<file path="src/tuc_pkg.sv">
// constants for the up/down reload timer with clock output
package tuc_pkg;

    // register bus widths
    localparam int ADDR_W = 4;
    localparam int DATA_W = 8;

    // register offsets
    localparam logic [3:0] OFS_CTRL = 4'h0;
    localparam logic [3:0] OFS_MODE = 4'h1;
    localparam logic [3:0] OFS_CNT_LO = 4'h2;
    localparam logic [3:0] OFS_CNT_HI = 4'h3;
    localparam logic [3:0] OFS_RLD_LO = 4'h4;
    localparam logic [3:0] OFS_RLD_HI = 4'h5;
    localparam logic [3:0] OFS_IRQ_STAT = 4'h6;
    localparam logic [3:0] OFS_IRQ_MASK = 4'h7;

    // timer_control_reg fields
    localparam int BIT_OVF = 7;
    localparam int BIT_EXT = 6;
    localparam int BIT_RXB = 5;
    localparam int BIT_TXB = 4;
    localparam int BIT_RUN = 2;
    localparam int BIT_SRC = 1;

    // timer_mode_reg fields
    localparam int BIT_CKO = 1;
    localparam int BIT_UPD = 0;

    // interrupt status fields
    localparam int BIT_IRQ_OVF = 0;

    // reset values
    localparam logic [7:0] CTRL_RST = 8'h00;
    localparam logic [7:0] MODE_RST = 8'h00;
    localparam logic [15:0] CNT_RST = 16'h0000;
    localparam logic [15:0] RLD_RST = 16'h0000;
    localparam logic [7:0] MASK_RST = 8'h00;
    localparam logic [7:0] STAT_RST = 8'h00;

    // timing
    localparam int CLK_HZ = 40000000;
    localparam int TIMER_DIV = 6;
    localparam int CKO_DIV = 2;
    localparam logic [15:0] CNT_MAX = 16'hFFFF;
    localparam logic [15:0] CNT_ONE = 16'h0001;

endpackage : tuc_pkg

</file>
<file path="src/tuc_timer.sv">
// 16-bit up/down reload timer with programmable clock output
//
// What this block does
// - count held as low and high byte, carrying
// - source select: clock/6 or count pin edges
// - count only while run bit set
// - up/down enable takes direction from pin
// - pin high: count up, flag and interrupt
// - up overflow loads reload pair
// - pin low: down, underflow at reload, load FFFFh
// - toggle flag flips on wrap, no interrupt
// - clock-out mode gives 50% duty clock
// - clock-out wraps reload, raise no interrupt
// - output rate is clock/(4*(65536-reload))
// - clock-out drives the count pin
// - baud and clock-out share reload pair
// - hardware sets overflow flag, software clears
`timescale 1ns/1ps

module tuc_timer #(
    parameter int TIMER_DIV = tuc_pkg::TIMER_DIV,
    parameter int CKO_DIV = tuc_pkg::CKO_DIV
) (
    // clock and reset
    input wire logic clk,
    input wire logic rst_n,
    // register port
    input wire logic [tuc_pkg::ADDR_W-1:0] addr,
    input wire logic [tuc_pkg::DATA_W-1:0] wdata,
    input wire logic wr,
    input wire logic rd,
    output logic [tuc_pkg::DATA_W-1:0] rdata,
    // count / clock-out pin
    input wire logic count_clockout_pin_in,
    output logic count_clockout_pin_out,
    output logic count_clockout_pin_oe,
    // direction pin
    input wire logic direction_pin,
    // events
    output logic irq,
    output logic baud_tick
);

    // register state
    logic [7:0] count_low_byte;
    logic [7:0] count_high_byte;
    logic [7:0] reload_low_byte;
    logic [7:0] reload_high_byte;
    logic overflow_flag;
    logic external_toggle_flag;
    logic run_bit;
    logic count_source_select;
    logic rx_baud;
    logic tx_baud;
    logic clockout_enable;
    logic updown_enable;
    logic [7:0] irq_stat;
    logic [7:0] irq_mask;
    logic cko_level;

    // dividers
    logic [2:0] div_cnt;
    logic [1:0] cko_cnt;

    // pin synchronisers
    logic pin_s1;
    logic pin_s2;
    logic pin_s3;
    logic pin_level;
    logic dir_s1;
    logic dir_s2;
    logic dir_s3;
    logic dir_level;

    // address decode
    wire sel_ctrl = addr == tuc_pkg::OFS_CTRL;
    wire sel_mode = addr == tuc_pkg::OFS_MODE;
    wire sel_cnt_lo = addr == tuc_pkg::OFS_CNT_LO;
    wire sel_cnt_hi = addr == tuc_pkg::OFS_CNT_HI;
    wire sel_rld_lo = addr == tuc_pkg::OFS_RLD_LO;
    wire sel_rld_hi = addr == tuc_pkg::OFS_RLD_HI;
    wire sel_stat = addr == tuc_pkg::OFS_IRQ_STAT;
    wire sel_mask = addr == tuc_pkg::OFS_IRQ_MASK;
    wire wr_ctrl = wr & sel_ctrl;
    wire wr_mode = wr & sel_mode;
    wire wr_cnt_lo = wr & sel_cnt_lo;
    wire wr_cnt_hi = wr & sel_cnt_hi;
    wire wr_rld_lo = wr & sel_rld_lo;
    wire wr_rld_hi = wr & sel_rld_hi;
    wire wr_stat = wr & sel_stat;
    wire wr_mask = wr & sel_mask;
    wire any_wr = wr;

    // tick sources
    wire div6_tick = div_cnt == 3'(TIMER_DIV - 1);
    wire div2_tick = cko_cnt == 2'(CKO_DIV - 1);
    wire pin_agree = pin_s2 == pin_s3;
    wire pin_fall = pin_agree & ~pin_s3 & pin_level;
    wire dir_agree = dir_s2 == dir_s3;

    // count path
    wire [15:0] cnt = {count_high_byte, count_low_byte};
    wire [15:0] reload = {reload_high_byte, reload_low_byte};
    wire baud_mode = rx_baud | tx_baud;
    wire ext_src = count_source_select & ~clockout_enable;
    wire tick_in = clockout_enable ? div2_tick
                 : (ext_src ? pin_fall : div6_tick);
    wire step = run_bit & tick_in;
    wire updown_mode = updown_enable & ~clockout_enable
                     & ~baud_mode;
    wire count_down = updown_mode & ~dir_level;
    wire at_top = cnt == tuc_pkg::CNT_MAX;
    wire at_floor = cnt == reload;
    wire wrap = step & (count_down ? at_floor : at_top);
    wire [15:0] cnt_inc = cnt + tuc_pkg::CNT_ONE;
    wire [15:0] cnt_dec = cnt - tuc_pkg::CNT_ONE;
    wire [15:0] cnt_wrap = count_down ? tuc_pkg::CNT_MAX
                         : reload;
    wire [15:0] cnt_step = count_down ? cnt_dec : cnt_inc;
    wire [15:0] next_cnt = !step ? cnt
                         : (wrap ? cnt_wrap : cnt_step);
    // no flag in clock-out or baud use
    wire flag_event = wrap & ~clockout_enable
                    & ~baud_mode;
    wire toggle_event = wrap & updown_mode;
    wire cko_event = wrap & clockout_enable;

    // next register values
    wire [7:0] next_lo = wr_cnt_lo ? wdata : next_cnt[7:0];
    wire [7:0] next_hi = wr_cnt_hi ? wdata : next_cnt[15:8];
    wire next_ovf = flag_event
                  | (wr_ctrl ? wdata[tuc_pkg::BIT_OVF]
                             : overflow_flag);
    wire next_ext = toggle_event ? ~external_toggle_flag
                  : (wr_ctrl ? wdata[tuc_pkg::BIT_EXT]
                             : external_toggle_flag);
    wire [7:0] irq_events = {7'h00, flag_event};
    wire [7:0] irq_clear = wr_stat ? wdata : 8'h00;
    wire [7:0] next_stat = (irq_stat & ~irq_clear) | irq_events;

    // read mux
    wire [7:0] ctrl_view = {overflow_flag, external_toggle_flag,
                            rx_baud, tx_baud, 1'b0, run_bit,
                            count_source_select, 1'b0};
    wire [7:0] mode_view = {6'h00, clockout_enable, updown_enable};
    wire [7:0] read_mux = sel_ctrl ? ctrl_view
                        : sel_mode ? mode_view
                        : sel_cnt_lo ? count_low_byte
                        : sel_cnt_hi ? count_high_byte
                        : sel_rld_lo ? reload_low_byte
                        : sel_rld_hi ? reload_high_byte
                        : sel_stat ? irq_stat
                        : sel_mask ? irq_mask
                        : 8'h00;

    // pins and interrupt
    assign count_clockout_pin_out = cko_level;
    assign count_clockout_pin_oe = clockout_enable;
    assign irq = |(irq_stat & irq_mask);

    // input synchronisers
    always_ff @(posedge clk) begin
        if (!rst_n) begin
            pin_s1 <= 1'b1;
            pin_s2 <= 1'b1;
            pin_s3 <= 1'b1;
            pin_level <= 1'b1;
            dir_s1 <= 1'b0;
            dir_s2 <= 1'b0;
            dir_s3 <= 1'b0;
            dir_level <= 1'b0;
        end else begin
            pin_s1 <= count_clockout_pin_in;
            pin_s2 <= pin_s1;
            pin_s3 <= pin_s2;
            dir_s1 <= direction_pin;
            dir_s2 <= dir_s1;
            dir_s3 <= dir_s2;
            if (pin_agree) begin
                pin_level <= pin_s3;
            end
            if (dir_agree) begin
                dir_level <= dir_s3;
            end
        end
    end

    // rate dividers
    always_ff @(posedge clk) begin
        if (!rst_n) begin
            div_cnt <= 3'h0;
            cko_cnt <= 2'h0;
        end else begin
            div_cnt <= div6_tick ? 3'h0 : div_cnt + 3'h1;
            cko_cnt <= div2_tick ? 2'h0 : cko_cnt + 2'h1;
        end
    end

    // count and reload registers
    always_ff @(posedge clk) begin
        if (!rst_n) begin
            count_low_byte <= tuc_pkg::CNT_RST[7:0];
            count_high_byte <= tuc_pkg::CNT_RST[15:8];
            reload_low_byte <= tuc_pkg::RLD_RST[7:0];
            reload_high_byte <= tuc_pkg::RLD_RST[15:8];
        end else begin
            count_low_byte <= next_lo;
            count_high_byte <= next_hi;
            if (wr_rld_lo) begin
                reload_low_byte <= wdata;
            end
            if (wr_rld_hi) begin
                reload_high_byte <= wdata;
            end
        end
    end

    // control, mode and flags
    always_ff @(posedge clk) begin
        if (!rst_n) begin
            overflow_flag <= tuc_pkg::CTRL_RST[tuc_pkg::BIT_OVF];
            external_toggle_flag <= tuc_pkg::CTRL_RST[tuc_pkg::BIT_EXT];
            rx_baud <= tuc_pkg::CTRL_RST[tuc_pkg::BIT_RXB];
            tx_baud <= tuc_pkg::CTRL_RST[tuc_pkg::BIT_TXB];
            run_bit <= tuc_pkg::CTRL_RST[tuc_pkg::BIT_RUN];
            count_source_select <= tuc_pkg::CTRL_RST[tuc_pkg::BIT_SRC];
            clockout_enable <= tuc_pkg::MODE_RST[tuc_pkg::BIT_CKO];
            updown_enable <= tuc_pkg::MODE_RST[tuc_pkg::BIT_UPD];
        end else begin
            overflow_flag <= next_ovf;
            external_toggle_flag <= next_ext;
            if (wr_ctrl) begin
                rx_baud <= wdata[tuc_pkg::BIT_RXB];
                tx_baud <= wdata[tuc_pkg::BIT_TXB];
                run_bit <= wdata[tuc_pkg::BIT_RUN];
                count_source_select <= wdata[tuc_pkg::BIT_SRC];
            end
            if (wr_mode) begin
                clockout_enable <= wdata[tuc_pkg::BIT_CKO];
                updown_enable <= wdata[tuc_pkg::BIT_UPD];
            end
        end
    end

    // clock-out level, baud tick
    always_ff @(posedge clk) begin
        if (!rst_n) begin
            cko_level <= 1'b0;
            baud_tick <= 1'b0;
        end else begin
            if (cko_event) begin
                cko_level <= ~cko_level;
            end
            baud_tick <= wrap & baud_mode;
        end
    end

    // interrupt status and mask
    always_ff @(posedge clk) begin
        if (!rst_n) begin
            irq_stat <= tuc_pkg::STAT_RST;
            irq_mask <= tuc_pkg::MASK_RST;
        end else begin
            irq_stat <= next_stat;
            if (wr_mask) begin
                irq_mask <= wdata;
            end
        end
    end

    // read data, one cycle after strobe
    always_ff @(posedge clk) begin
        if (!rst_n) begin
            rdata <= 8'h00;
        end else begin
            rdata <= rd ? read_mux : 8'h00;
        end
    end
endmodule : tuc_timer

</file>
<file path="config.mk">
export PLATFORM = sky130hd
export DESIGN_NAME = tuc_timer
export DESIGN_NICKNAME = d
export VERILOG_FILES = /design/src/tuc_pkg.sv /design/src/tuc_timer.sv
export SDC_FILE = /design/constraint.sdc
export NUM_CORES = 1
export LEC_CHECK = 0
export BUFFER_PORTS_ARGS = -buffer_cell sky130_fd_sc_hd__buf_2
export CAP_MARGIN = 20
export CORE_MARGIN = 2
export CORE_UTILIZATION = 55
export CTS_BUF_LIST = sky130_fd_sc_hd__clkbuf_4 sky130_fd_sc_hd__clkbuf_8 sky130_fd_sc_hd__clkbuf_16
export DETAILED_ROUTE_END_ITERATION = 10
export PLACE_DENSITY_LB_ADDON = 0.08
export SLEW_MARGIN = 20
export SYNTH_ARGS = -nofsm -noshare
export SYNTH_HDL_FRONTEND = slang
export SYNTH_SLANG_ARGS = --single-unit
</file>
<file path="constraint.sdc">
create_clock -name clk -period 3.1 [get_ports clk]
set_clock_uncertainty 0.1 [all_clocks]
set_input_delay 0.465 -clock clk [delete_from_list [all_inputs] [get_ports clk]]
set_output_delay 0.465 -clock clk [all_outputs]
set_load 0.05 [all_outputs]
</file>
==> flow_metrics.env <==
export IMPL_outcome="finished clean"
export IMPL_final_util_pct=63.7
export IMPL_dp_hpwl_mm=10.6
export IMPL_synth_edf_count=0
export IMPL_p_sw_w=0.000617
export IMPL_cp_cell_sequence="nor4_4, nand2_2, or4_1, a222oi_1, buf_4, nand4_2, buf_4, mux2_2, o21ai_0, a211oi_1"
export IMPL_grt_ovfl_total=0
export IMPL_p_leak_nw=2.07
export IMPL_die_width_um=95.3
export IMPL_ant_nets=0
export IMPL_worstMarginPinSlew_ps=708
export IMPL_num_vias=4683
export IMPL_htreeDepth=3
export IMPL_r2r_setup_slack_ps=110
export IMPL_drcViolationCount=0
export IMPL_antenna_found_initial=0
export IMPL_dieArea_um2=9080
export IMPL_worst_slack_ps=112
export IMPL_fmax_mhz=335
export IMPL_synth_seq_area_share_pct=34.5
export IMPL_drtIter0Drc=553
export IMPL_rows=33
export IMPL_place_congestion=0.952
export IMPL_nNetsFinal=631
export IMPL_clockBufferDepth=2
export IMPL_cp_slowest_cell="or4_1"
export IMPL_antenna_cells=0
export IMPL_track_usage_pct=34.2
export IMPL_area_growth_pct=13.1
export IMPL_yosysUniqueCellTypes=59
export IMPL_crit_type="flop to flop"
export IMPL_core_area_um2=8130
export IMPL_dp_slack_ps=159
export IMPL_synthesis_area_um2=4590
export IMPL_setup_viol=0
export IMPL_p_seq_share_pct=50.0
export IMPL_rsz0062_at_grt="no"
export IMPL_path_clk_slew_ps=100
export IMPL_io_pins=30
export IMPL_tns_ps=0
export IMPL_end_kind="flop"
export IMPL_wirelength_mm=15.0
export IMPL_synth_ff_type="dfxtp_1"
export IMPL_grt_pass1_vias=4331
export IMPL_grt_pass1_wl_mm=23.3
export IMPL_hold_buffers=0
export IMPL_start_util_pct=56.4
export IMPL_ys_async_sr_fraction_pct=0
export IMPL_crit_top_cell="buf_4"
export IMPL_postSynthNetCount=603
export IMPL_slew_viol_final=0
export IMPL_numPortBuffers=29
export IMPL_cp_start_kind="flop"
export IMPL_cts_root_buf="clkbuf_8"
export IMPL_ys_warnings_count=0
export IMPL_wl_per_cell_um=20.8
export IMPL_maxCapViolations=0
export IMPL_power_density_nw_per_um2=411
export IMPL_synth_top_area_share_pct=34.5
export IMPL_hp_class="primary input to flop"
export IMPL_pwr_share_clk_pct=39.1
export IMPL_p_int_w=0.00151
export IMPL_tritoncts="yes"
export IMPL_viasPerCell=6.52
export IMPL_worstPathArrival_ps=3110
export IMPL_crit_required_ps=3220
export IMPL_switching_share_pct=29.0
export IMPL_slew_headroom_pct=52.8
export IMPL_firstDrtPassIters=6
export IMPL_max_stage_delay_ps=480
export IMPL_irDropWorstVdd_mv=0.268
export IMPL_layout_drive_gt1_share_pct=17.5
export IMPL_synthCells=580
export IMPL_clock_sinks=79
export IMPL_die_height_um=95.3
export IMPL_synth_largest_area_cell="dfxtp_1"
export IMPL_power_frac_comb_pct=10.9
export IMPL_cts_buffers_inserted=9
export IMPL_crit_buf_inv=2
export IMPL_post_route_min_period_ps=2990
export IMPL_fin_hold_ws_ps=176
export IMPL_crit_family="simple AND/OR/NAND/NOR gates"
export IMPL_grt_max_degree=30
export IMPL_finalPower_w=0.00213
export IMPL_finalCritPeriodShare_pct=96.4
export IMPL_clk_latency_ps=370
export IMPL_avgSynthCellArea_um2=7.91
export IMPL_worstPathMaxFanout=10
export IMPL_hold_viol_final=0
export IMPL_ys_seq_elements=79
export IMPL_synthTopCellsByArea="dfxtp_1 (34%), nand2_1 (5.9%), a21oi_1 (5.3%)"
-- synth_stat cells (3+ instances only) --
master / instances
a211oi_1: 4
a21oi_1: 49
a222oi_1: 8
a22o_1: 8
a22oi_1: 5
a311oi_1: 3
a31oi_1: 20
and2_1: 8
and3_1: 6
and4_1: 3
buf_1: 7
clkbuf_1: 38
dfxtp_1: 79
ha_1: 5
inv_1: 12
mux2_2: 10
mux2i_1: 24
nand2_1: 72
nand2b_1: 5
nand3_1: 25
nand4_1: 7
nor2_1: 43
nor3_1: 12
o211ai_1: 5
o21ai_0: 29
o22ai_1: 6
o311ai_0: 6
o31ai_1: 5
or3_1: 9
or4_1: 5
xnor2_1: 10
xor2_1: 11
-- worst paths after layout --
check	end	cells after the start	from
max	count_high_byte[5]	10	dir_level
min	pin_s1	2	count_clockout_pin_in
max reg2reg	count_high_byte[5]	10	dir_level
min reg2reg	cko_cnt[0]	1	cko_cnt[0]
-- timing repair --
item,4_1_cts,5_1_grt
hold endpoints to repair,0,0
gates resized for setup,0,1
setup endpoints to repair,0,7
buffers inserted,0,1
-- cells by family after synthesis --
kind of cell	count (synthesis)	share of synthesized area [%]
AO/OA/AOI/OAI	162	23.1
XOR/XNOR	21	4.01
adder cells (fa/ha/maj)	5	1.36
buffers and inverters	62	5.46
flip-flops	79	34.5
multiplexers	34	7.69
AND/OR/NAND/NOR	217	23.9
-- power by group through the flow --
stage          registers (W)  logic, W  clock network (W)
2_1_floorplan        0.00108  0.000149                  0
3_3_place_gp         0.00109  0.000226                  0
3_5_place_dp         0.00109  0.000228                  0
4_1_cts              0.00106  0.000229           0.000848
5_1_grt              0.00107  0.000255           0.000885
6_report             0.00106  0.000232           0.000832
-- per-stage QoR --
| step | instance area, µm² | std cells |
|---|---|---|
| finish | 5180 | 718 |
| global placement | 4960 | 701 |
| detailed placement | 4960 | 701 |
| floorplan | 4620 | 580 |
| CTS | 5170 | 717 |
| global route | 5180 | 718 |
-- area by class of cell --
cell class	instances	area, µm²
clock buffer	9	124
clock inverter	7	87.6
fill	721	2950
inverter	13	48.8
multi-input combinational	439	2770
sequential	79	1580
tap	105	131
timing repair buffer	66	435
-- placed cells by master, fill, tap and decap left out, types with 3 or more instances in the layout --
cell and n:
o22ai_1 6, a22o_1 8, a21oi_1 48, and2_1 8
a31oi_1 20, nand2b_1 5, o211ai_1 5, and4_1 3
o311ai_0 6, xnor2_1 10, ha_1 4, o31ai_1 5
mux2i_1 24, a22oi_1 5, xor2_1 11, or3_1 9
or4_1 5, and3_1 6, buf_4 36, o21ai_0 29
a211oi_1 4, dfxtp_1 77, mux2_2 10, inv_1 12
nand3_1 25, clkbuf_8 9, nor2_1 43, nand4_1 7
nor3_1 12, a222oi_1 8, buf_2 29, nand2_1 72
inv_6 3, a311oi_1 3
-- layer usage --
metal / global-route usage, % / vias up / wire length (µm)
met2: 51.9 / 268 / 6670
li1: - / 2189 / -
met1: 45.0 / 2175 / 6260
met5: 0 / - / 0
met4: 17.9 / 0 / 628
met3: 8.06 / 51 / 1420
-- sequential cells by signal, indices dropped and copies added, names as in the netlist, 2 cells and up --
register          cells
count_high_byte       8
reload_low_byte       8
cko_cnt               2
irq_stat              8
count_low_byte        8
irq_mask              8
reload_high_byte      8
rdata                 8
div_cnt               3
No activity file was read; power rests on OpenSTA's default activity.
